<file path="src/core/annp_params.svh">
// Contract
// bit 15 more-pages request, RW, resets 0
// bit 14 reserved: writes dropped, reads zero
// bit 13 message page select, RW, resets 1
// bit 12 comply acknowledge, RW, resets 0
// bit 11 toggle, RO, inverse of last exchanged
// bits 10:0 code, RW, resets to null page
// message select decides code field meaning
// register contents sent as next page word
// read-only capability flag reads 1
// software reloads fields before every next page
`ifndef ANNP_PARAMS_SVH
`define ANNP_PARAMS_SVH

`define ANNP_ADDR_W        8
// register indices; byte address is four times the index
`define ANNP_IDX_TX        8'h07
`define ANNP_IDX_CAP       8'h06
`define ANNP_BIT_MORE      15
`define ANNP_BIT_RESV      14
`define ANNP_BIT_MSG       13
`define ANNP_BIT_ACK       12
`define ANNP_BIT_TOG       11
`define ANNP_BIT_CAP       2
`define ANNP_RST_MORE      1'b0
`define ANNP_RST_MSG       1'b1
`define ANNP_RST_ACK       1'b0
`define ANNP_RST_TOG       1'b0
`define ANNP_RST_CODE      11'h001
`define ANNP_RESP_OKAY     2'h0
`define ANNP_RESP_SLVERR   2'h2

`endif

</file>
<file path="src/core/annp_pkg.sv">
`include "annp_params.svh"

package annp_pkg;
    typedef struct packed {
        logic                     awready;
        logic                     wready;
        logic                     arready;
        logic                     aw_have;
        logic [`ANNP_ADDR_W-1:0]  aw_addr;
        logic                     w_have;
        logic [31:0]              w_data;
        logic [3:0]               w_strb;
        logic                     bvalid;
        logic [1:0]               bresp;
        logic                     rvalid;
        logic [31:0]              rdata;
        logic [1:0]               rresp;
        logic                     more;
        logic                     msg;
        logic                     ack;
        logic                     tog;
        logic [10:0]              code;
        logic [15:0]              tx_word;
    } annp_state_t;
endpackage

</file>
<file path="src/core/annp_tx_reg.sv">
// The AXI4-Lite register port was decided locally.
`timescale 1ns/1ps
`include "annp_params.svh"

module annp_tx_reg #(
    parameter int ADDR_W = `ANNP_ADDR_W
) (
    input  wire logic              sys_clk,
    input  wire logic              rst_b,
    input  wire logic [ADDR_W-1:0] s_axi_awaddr,
    input  wire logic              s_axi_awvalid,
    output logic                   s_axi_awready,
    input  wire logic [31:0]       s_axi_wdata,
    input  wire logic [3:0]        s_axi_wstrb,
    input  wire logic              s_axi_wvalid,
    output logic                   s_axi_wready,
    output logic [1:0]             s_axi_bresp,
    output logic                   s_axi_bvalid,
    input  wire logic              s_axi_bready,
    input  wire logic [ADDR_W-1:0] s_axi_araddr,
    input  wire logic              s_axi_arvalid,
    output logic                   s_axi_arready,
    output logic [31:0]            s_axi_rdata,
    output logic [1:0]             s_axi_rresp,
    output logic                   s_axi_rvalid,
    input  wire logic              s_axi_rready,
    input  wire logic              page_exchanged,
    input  wire logic              exchanged_toggle,
    output logic [15:0]            next_page_word
);

    annp_pkg::annp_state_t s;
    annp_pkg::annp_state_t next_s;
    logic                  wr_fire;
    logic                  wr_hit;

    // ------------------------------------------------------------
    // address decode and read mux
    // ------------------------------------------------------------
    function automatic logic is_reg(input logic [ADDR_W-1:0] a,
                                    input logic [7:0] idx);
        return a[ADDR_W-1:2] == idx[ADDR_W-3:0];
    endfunction

    function automatic logic [31:0] read_mux(
        input logic [ADDR_W-1:0] a,
        input annp_pkg::annp_state_t st);
        logic [31:0] d;
        d = 32'h0000_0000;
        if (is_reg(a, `ANNP_IDX_TX)) begin
            d[`ANNP_BIT_MORE] = st.more;
            d[`ANNP_BIT_RESV] = 1'b0;
            d[`ANNP_BIT_MSG]  = st.msg;
            d[`ANNP_BIT_ACK]  = st.ack;
            d[`ANNP_BIT_TOG]  = st.tog;
            d[10:0]           = st.code;
        end else if (is_reg(a, `ANNP_IDX_CAP)) begin
            d[`ANNP_BIT_CAP] = 1'b1;
        end
        return d;
    endfunction

    function automatic logic is_mapped(input logic [ADDR_W-1:0] a);
        return is_reg(a, `ANNP_IDX_TX) || is_reg(a, `ANNP_IDX_CAP);
    endfunction

    // ------------------------------------------------------------
    // next state
    // ------------------------------------------------------------
    always_comb begin
        next_s  = s;
        wr_fire = 1'b0;
        wr_hit  = 1'b0;
        if (s.awready && s_axi_awvalid) begin
            next_s.aw_have = 1'b1;
            next_s.aw_addr = s_axi_awaddr;
            next_s.awready = 1'b0;
        end
        if (s.wready && s_axi_wvalid) begin
            next_s.w_have = 1'b1;
            next_s.w_data = s_axi_wdata;
            next_s.w_strb = s_axi_wstrb;
            next_s.wready = 1'b0;
        end
        // commit once both halves are held
        if (s.aw_have && s.w_have && !s.bvalid) begin
            wr_fire        = 1'b1;
            wr_hit         = is_reg(s.aw_addr, `ANNP_IDX_TX);
            next_s.aw_have = 1'b0;
            next_s.w_have  = 1'b0;
            next_s.bvalid  = 1'b1;
            next_s.bresp   = is_mapped(s.aw_addr) ? `ANNP_RESP_OKAY
                                                  : `ANNP_RESP_SLVERR;
            if (wr_hit && s.w_strb[1]) begin
                next_s.more = s.w_data[`ANNP_BIT_MORE];
                next_s.msg  = s.w_data[`ANNP_BIT_MSG];
                next_s.ack  = s.w_data[`ANNP_BIT_ACK];
                next_s.code[10:8] = s.w_data[10:8];
            end
            if (wr_hit && s.w_strb[0]) begin
                next_s.code[7:0] = s.w_data[7:0];
            end
        end
        if (s.bvalid && s_axi_bready) begin
            next_s.bvalid  = 1'b0;
            next_s.awready = 1'b1;
            next_s.wready  = 1'b1;
        end
        if (s.arready && s_axi_arvalid) begin
            next_s.rvalid  = 1'b1;
            next_s.arready = 1'b0;
            next_s.rdata   = read_mux(s_axi_araddr, s);
            next_s.rresp   = is_mapped(s_axi_araddr) ? `ANNP_RESP_OKAY
                                                     : `ANNP_RESP_SLVERR;
        end
        if (s.rvalid && s_axi_rready) begin
            next_s.rvalid  = 1'b0;
            next_s.arready = 1'b1;
        end
        if (page_exchanged) begin
            next_s.tog = ~exchanged_toggle;
        end
        // message select travels with the code so the partner reads it
        next_s.tx_word = {next_s.more, 1'b0, next_s.msg,
                          next_s.ack, next_s.tog,
                          next_s.code};
    end

    // ------------------------------------------------------------
    // state register
    // ------------------------------------------------------------
    always_ff @(posedge sys_clk) begin
        if (!rst_b) begin
            s         <= '0;
            s.awready <= 1'b1;
            s.wready  <= 1'b1;
            s.arready <= 1'b1;
            s.more    <= `ANNP_RST_MORE;
            s.msg     <= `ANNP_RST_MSG;
            s.ack     <= `ANNP_RST_ACK;
            s.tog     <= `ANNP_RST_TOG;
            s.code    <= `ANNP_RST_CODE;
            s.tx_word <= {`ANNP_RST_MORE, 1'b0, `ANNP_RST_MSG,
                          `ANNP_RST_ACK, `ANNP_RST_TOG, `ANNP_RST_CODE};
        end else begin
            s <= next_s;
        end
    end

    assign s_axi_awready  = s.awready;
    assign s_axi_wready   = s.wready;
    assign s_axi_bvalid   = s.bvalid;
    assign s_axi_bresp    = s.bresp;
    assign s_axi_arready  = s.arready;
    assign s_axi_rvalid   = s.rvalid;
    assign s_axi_rdata    = s.rdata;
    assign s_axi_rresp    = s.rresp;
    assign next_page_word = s.tx_word;
endmodule

</file>
<file path="config.mk">
export PLATFORM = sky130hd
export DESIGN_NAME = annp_tx_reg
export DESIGN_NICKNAME = d
export VERILOG_FILES = /design/src/core/annp_pkg.sv /design/src/core/annp_tx_reg.sv
export VERILOG_INCLUDE_DIRS = /design/src /design/src/core
export SDC_FILE = /design/constraint.sdc
export NUM_CORES = 1
export LEC_CHECK = 0
export ABC_AREA = 1
export BUFFER_PORTS_ARGS = -buffer_cell sky130_fd_sc_hd__buf_2
export CAP_MARGIN = 20
export CORE_MARGIN = 2
export CORE_UTILIZATION = 49
export DETAILED_ROUTE_END_ITERATION = 16
export GPL_TIMING_DRIVEN = 0
export PLACE_DENSITY_LB_ADDON = 0.2
export SYNTH_ARGS = -nofsm -noshare
export SYNTH_HDL_FRONTEND = slang
export SYNTH_SLANG_ARGS = --single-unit
</file>
<file path="constraint.sdc">
create_clock -name sys_clk -period 2.2 [get_ports sys_clk]
set_clock_uncertainty 0.15 [all_clocks]
set_input_delay 0.44 -clock sys_clk [delete_from_list [all_inputs] [get_ports sys_clk]]
set_output_delay 0.44 -clock sys_clk [all_outputs]
set_load 0.02 [all_outputs]
</file>
==> impl_metrics.yaml, run 1 <==
logic_synthesis:
  synthCells: 356
  synth_compound_area_frac: 0.141
  synth-adder-area-share: 0
  postSynth.topFlopCell: "dfxtp_1"
  synth.distinct_cells: 25
  synth-simple-area-share: 0.204
  ys_seq_area_frac: 0.440
  syn_area_mm2: 0.00278
  yosys-top-cells-count: "dfxtp_1 (61), buf_4 (54), nor2_1 (45)"
  synth.area.top_cells: "dfxtp_1 (44%), buf_4 (15%), o21ai_0 (7.2%)"
  synthArstFlopShare: 0
  synth_top_family_by_area: "buffers and inverters"
  synthMuxAreaShare: 0
  ys_ff_latch: 61
  synth_edf_count: 0
  synthXorXnorAreaFrac: 0
  synth_area_leader_cell: "dfxtp_1"
  yosys.area.top_type_share: 0.440
  ys_warn_count: 0
  avgSynthCellArea_um2: 7.80
  yosysMostFrequentCell: "dfxtp_1"
setup_path:
  cp.arrival_ps: 980
  critPathCaptureType: "output pin"
  crit_type: "reg -> out"
  rr_worst_depth: 6
  critPathLaunchType: "flop"
  required_ps: 1610
  crit_fanout: 3
run:
  cap_violations: 0
floorplan:
  num_rows: 27
  fp.coreArea_mm2: 0.00547
  fp.dieW_um: 79.3
  die_area_mm2: 0.00628
  die_y_um: 79.3
  initial_core_util: 0.507
  io_pins: 118
clock_tree:
  path_clk_slew_ps: 70
  clockRootBuffer: "clkbuf_8"
  post_cts_buffers: 0
  htreeDepth: 3
  insertion_delay_ps: 340
  cts.sinks: 61
  cts_tree: "built"
  numCtsBuffers: 9
  cts_hold_buffers: 0
  cts_max_path_buffers: 2
  cts_resized: 0
drt:
  viasPerCell: 4.48
  routed_wl_mm: 5.64
  first_iter_violations: 87
  drc_errors: 0
  num_vias: 2395
  first_pass_iters: 4
  ant_nets: 0
  wire_per_inst_um: 10.5
sta:
  finalCritPeriodShare: 0.713
  rsz0062_at_grt: "false"
  min_period_ps: 1570
  fmax_ghz: 0.637
  finalSetupTns_ps: 0
  finalMaxSlewViolations: 0
  setup-violations-final: 0
  hold_viol_final: 0
power_and_ir_drop:
  seq_power_share: 0.471
  ir_drop_mv: 0.542
  p_switching_mw: 0.687
  power.density_mw_per_mm2: 736
  swShare: 0.267
  power_frac_clock: 0.380
  p_int_mw: 1.88
  combPwrFrac: 0.149
  p_leak_nw: 1.72
finish:
  drive_above_1_share: 0.350
  final_nets: 519
  multi_input_area_mm2: 0.00103
  area_growth_syn_to_layout_pct: 25.7
  final_core_util: 0.638
  finalNonFillerCells: 535
  seqCellArea_mm2: 0.00122
  fillers: 532
  n_antenna_cell: 0
placement:
  gp_routability_congestion: 0.771
  numPortBuffers: 72
  dp_cells: 519
  hpwl_mm: 4.41
global_route:
  overflow: 0
  grt_usage: 0.191
  grt_pass1_vias: 2117
  grt_first_pass_wirelength_mm: 9.38
  antenna_found_initial: 0
  grt_max_degree: 11
worst_hold_path:
  hold_depth: 2
  hp-class: "in -> reg"
outcome:
  status: "completed"
cell usage in the layout (no fill, tap or decap), types with 3 or more instances in the layout:
master    Yosys  routed
nand3_1      29      29
nand2_1      30      30
conb_1        1      20
nand4_1       3       3
buf_2         5      77
nor2_4        5       5
dfxtp_1      61      61
clkbuf_1      5       7
a21oi_1      35      35
o21ai_0      40      40
buf_4        54      54
inv_2         4       4
clkbuf_8      0      10
nor2_1       45      45
inv_1        26      26
flip-flops by register name (all words and copies together), names as in the netlist:
name            count
s                  35
s_axi_rdata        15
next_page_word      4
s_axi_arready       1
s_axi_awready       1
s_axi_bresp         1
s_axi_bvalid        1
s_axi_rresp         1
s_axi_rvalid        1
s_axi_wready        1
through the flow:
stage | setup WS, ps | hold WS [ps] | area, um2 | power (mW)
final | 631 | 127 | 3490 | 2.57
after global routing | 573 | 146 | 3490 | 2.69
after CTS | 611 | 123 | 3490 | 2.59
after detailed placement | 731 | 292 | 3300 | 1.62
after global placement | 742 | 288 | 3300 | 1.61
after floorplan | 940 | 273 | 2850 | 1.51
critical path: stages, from the launching register on:
cell and delay (ps):
dfxtp_1 370, buf_4 120, buf_2 150
layer usage:
layer  wire length (um)  GRT usage
met1               2590      0.245
met2               2610      0.314
met3                318     0.0273
met4                120     0.0931
met5                  0          0
power groups by stage:
stage | registers [mW] | logic [mW] | clock network, mW
2_1_floorplan | 1.24 | 0.276 | 0
3_3_place_gp | 1.23 | 0.377 | 0
3_5_place_dp | 1.24 | 0.382 | 0
4_1_cts | 1.21 | 0.384 | 0.991
5_1_grt | 1.22 | 0.427 | 1.04
6_report | 1.21 | 0.383 | 0.976
path summary, 6_finish.rpt:
path	startpoint	endpoint	slack (ps)
min reg2reg	s[69]	s[69]	300
max	s[17]	next_page_word[1]	630
max reg2reg	s_axi_bvalid	s[22]	860
min	exchanged_toggle	next_page_word[11]	130
kinds of logic after synthesis:
kind of cell	count (synthesis)
AND/OR/NAND/NOR	119
other	1
flip-flops	61
buffers and inverters	98
AO/OA/AOI/OAI	77
cell type report:
class	instances	area share
Buffer	68	0.138
Clock buffer	12	0.0416
Clock inverter	4	0.0136
Inverter	30	0.0323
Multi-Input combinational cell	216	0.296
Sequential cell	61	0.350
Tap cell	72	0.0258
Timing Repair Buffer	72	0.103
Power figures use the tool's default switching activity.
==> inputs of run 2 (changes only) <==
--- a/config.mk
+++ b/config.mk
@@ -10,7 +10,7 @@
 export BUFFER_PORTS_ARGS = -buffer_cell sky130_fd_sc_hd__buf_2
 export CAP_MARGIN = 20
 export CORE_MARGIN = 2
-export CORE_UTILIZATION = 49
+export CORE_UTILIZATION = 47
 export DETAILED_ROUTE_END_ITERATION = 16
 export GPL_TIMING_DRIVEN = 0
 export PLACE_DENSITY_LB_ADDON = 0.2
==> constraint.sdc (replaced) <==
create_clock -name sys_clk -period 1.6 [get_ports sys_clk]
set_clock_uncertainty 0.15 [all_clocks]
set_input_delay 0.32 -clock sys_clk [delete_from_list [all_inputs] [get_ports sys_clk]]
set_output_delay 0.32 -clock sys_clk [all_outputs]
set_load 0.02 [all_outputs]
==> run 2 against run 1 <==
Effect of this change:
- worst setup slack got worse by 490 ps
- critical path depth unchanged
- cell count unchanged
- clock power increased by 48%
- register-to-register slack got worse by 580 ps
- non-clock buffer count unchanged
- wire length decreased by 0.35%
- highest routed layer unchanged
- cell area increased by 0.39%
- count of clock-buffer cells in the layout decreased by 1
==> impl_metrics.yaml, run 2 (synthesis gave the netlist of run 1 again) <==
global_route:
  grt_usage: 0.181
  grt_first_pass_wirelength_mm: 9.16
  grt_pass1_vias: 2108
  overflow: 0
  antenna_found_initial: 0
  grt_max_degree: 11
floorplan:
  die_area_mm2: 0.00654
  initial_core_util: 0.495
  io_pins: 118
  die_y_um: 80.8
  num_rows: 27
  fp.coreArea_mm2: 0.00561
  fp.dieW_um: 80.8
drt:
  first_pass_iters: 4
  first_iter_violations: 56
  wire_per_inst_um: 10.5
  routed_wl_mm: 5.62
  ant_nets: 0
  viasPerCell: 4.50
  drc_errors: 0
  num_vias: 2409
sta:
  finalMaxSlewViolations: 0
  hold_viol_final: 0
  fmax_ghz: 0.683
  min_period_ps: 1460
  finalSetupTns_ps: 0
  setup-violations-final: 0
  finalCritPeriodShare: 0.915
  rsz0062_at_grt: "false"
placement:
  gp_routability_congestion: 0.786
  hpwl_mm: 4.38
  numPortBuffers: 72
  place_area_mm2: 0.00330
setup_path:
  crit_fanout: 3
  required_ps: 1130
  crit_type: "reg -> out"
  critPathLaunchType: "flop"
  critPathCaptureType: "output pin"
  cp.arrival_ps: 990
power_and_ir_drop:
  p_leak_nw: 1.73
  ir_drop_mv: 0.574
  power.density_mw_per_mm2: 1040
  finalPower_mw: 3.63
finish:
  largest_reg_flops: 35
  fin_area_mm2: 0.00350
  final_nets: 519
  largest-register: "s"
  final_common_cell: "buf_2"
  area_growth_syn_to_layout_pct: 26.2
  n_antenna_cell: 0
  mostFrequentLayoutCells: "buf_2 (77), dfxtp_1 (61), buf_4 (54)"
  drive_above_1_share: 0.350
clock_tree:
  cts_tree: "built"
  cts_max_path_buffers: 2
  insertion_delay_ps: 330
  cts_hold_buffers: 0
  cts.sinks: 61
  clockRootBuffer: "clkbuf_8"
  htreeDepth: 3
  numCtsBuffers: 9
  path_clk_slew_ps: 70
  cts_resized: 0
  post_cts_buffers: 0
run:
  cap_violations: 0
outcome:
  status: "completed"
worst_hold_path:
  hp-class: "in -> reg"
==> run 2: cell count changes in the layout (fill, tap and decap cells not counted), sizes merged <==
cell and delta:
clkinv +1, clkinvlp -1, bufinv +1, clkbuf -1
==> run 2: where the power goes <==
part | leakage [nW] | switching, mW | internal [mW] | total, mW
logic | 1.13 | 0.312 | 0.216 | 0.528
clock network | 0.107 | 0.572 | 0.870 | 1.44
registers | 0.502 | 0.0495 | 1.62 | 1.67
==> run 2: path summary, 6_finish.rpt <==
kind | startpoint | to | slack, ps | cells past startpoint
setup / recovery | s[18] | next_page_word[2] | 140 | 2
hold / removal | exchanged_toggle | next_page_word[11] | 10 | 2
setup reg to reg | s_axi_bvalid | s[20] | 280 | 6
hold reg to reg | s[80] | s[80] | 310 | 2
==> run 2: worst max-delay path: stages, from the launching register on <==
cell and delay (ps):
dfxtp_1 390, buf_4 120, buf_2 150
==> run 2: area by class of cell <==
class / instances / area [um2]
buffer: 68 / 480
clock buffer: 11 / 131
clock inverter: 5 / 75.1
fill: 527 / 2100
inverter: 30 / 113
multi-input combinational: 216 / 1030
sequential: 61 / 1220
tap: 72 / 90.1
timing repair buffer: 72 / 360
==> run 2: per-layer routing <==
| metal | share of wire | track usage |
|---|---|---|
| met5 | 0 | 0 |
| met4 | 0.024 | 0.100 |
| met3 | 0.058 | 0.0267 |
| met2 | 0.45 | 0.300 |
| met1 | 0.46 | 0.225 |
==> run 2: metrics by stage <==
step | util | instances | worst slack (ps) | hold WS, ps
floorplan | - | 375 | 340 | 260
detailed placement | 0.588 | 519 | 218 | 296
global placement | 0.588 | 519 | 258 | 289
global route | 0.625 | 535 | 98.8 | 26.2
CTS | 0.625 | 535 | 128 | 3.30
finish | 0.625 | 535 | 137 | 14.5
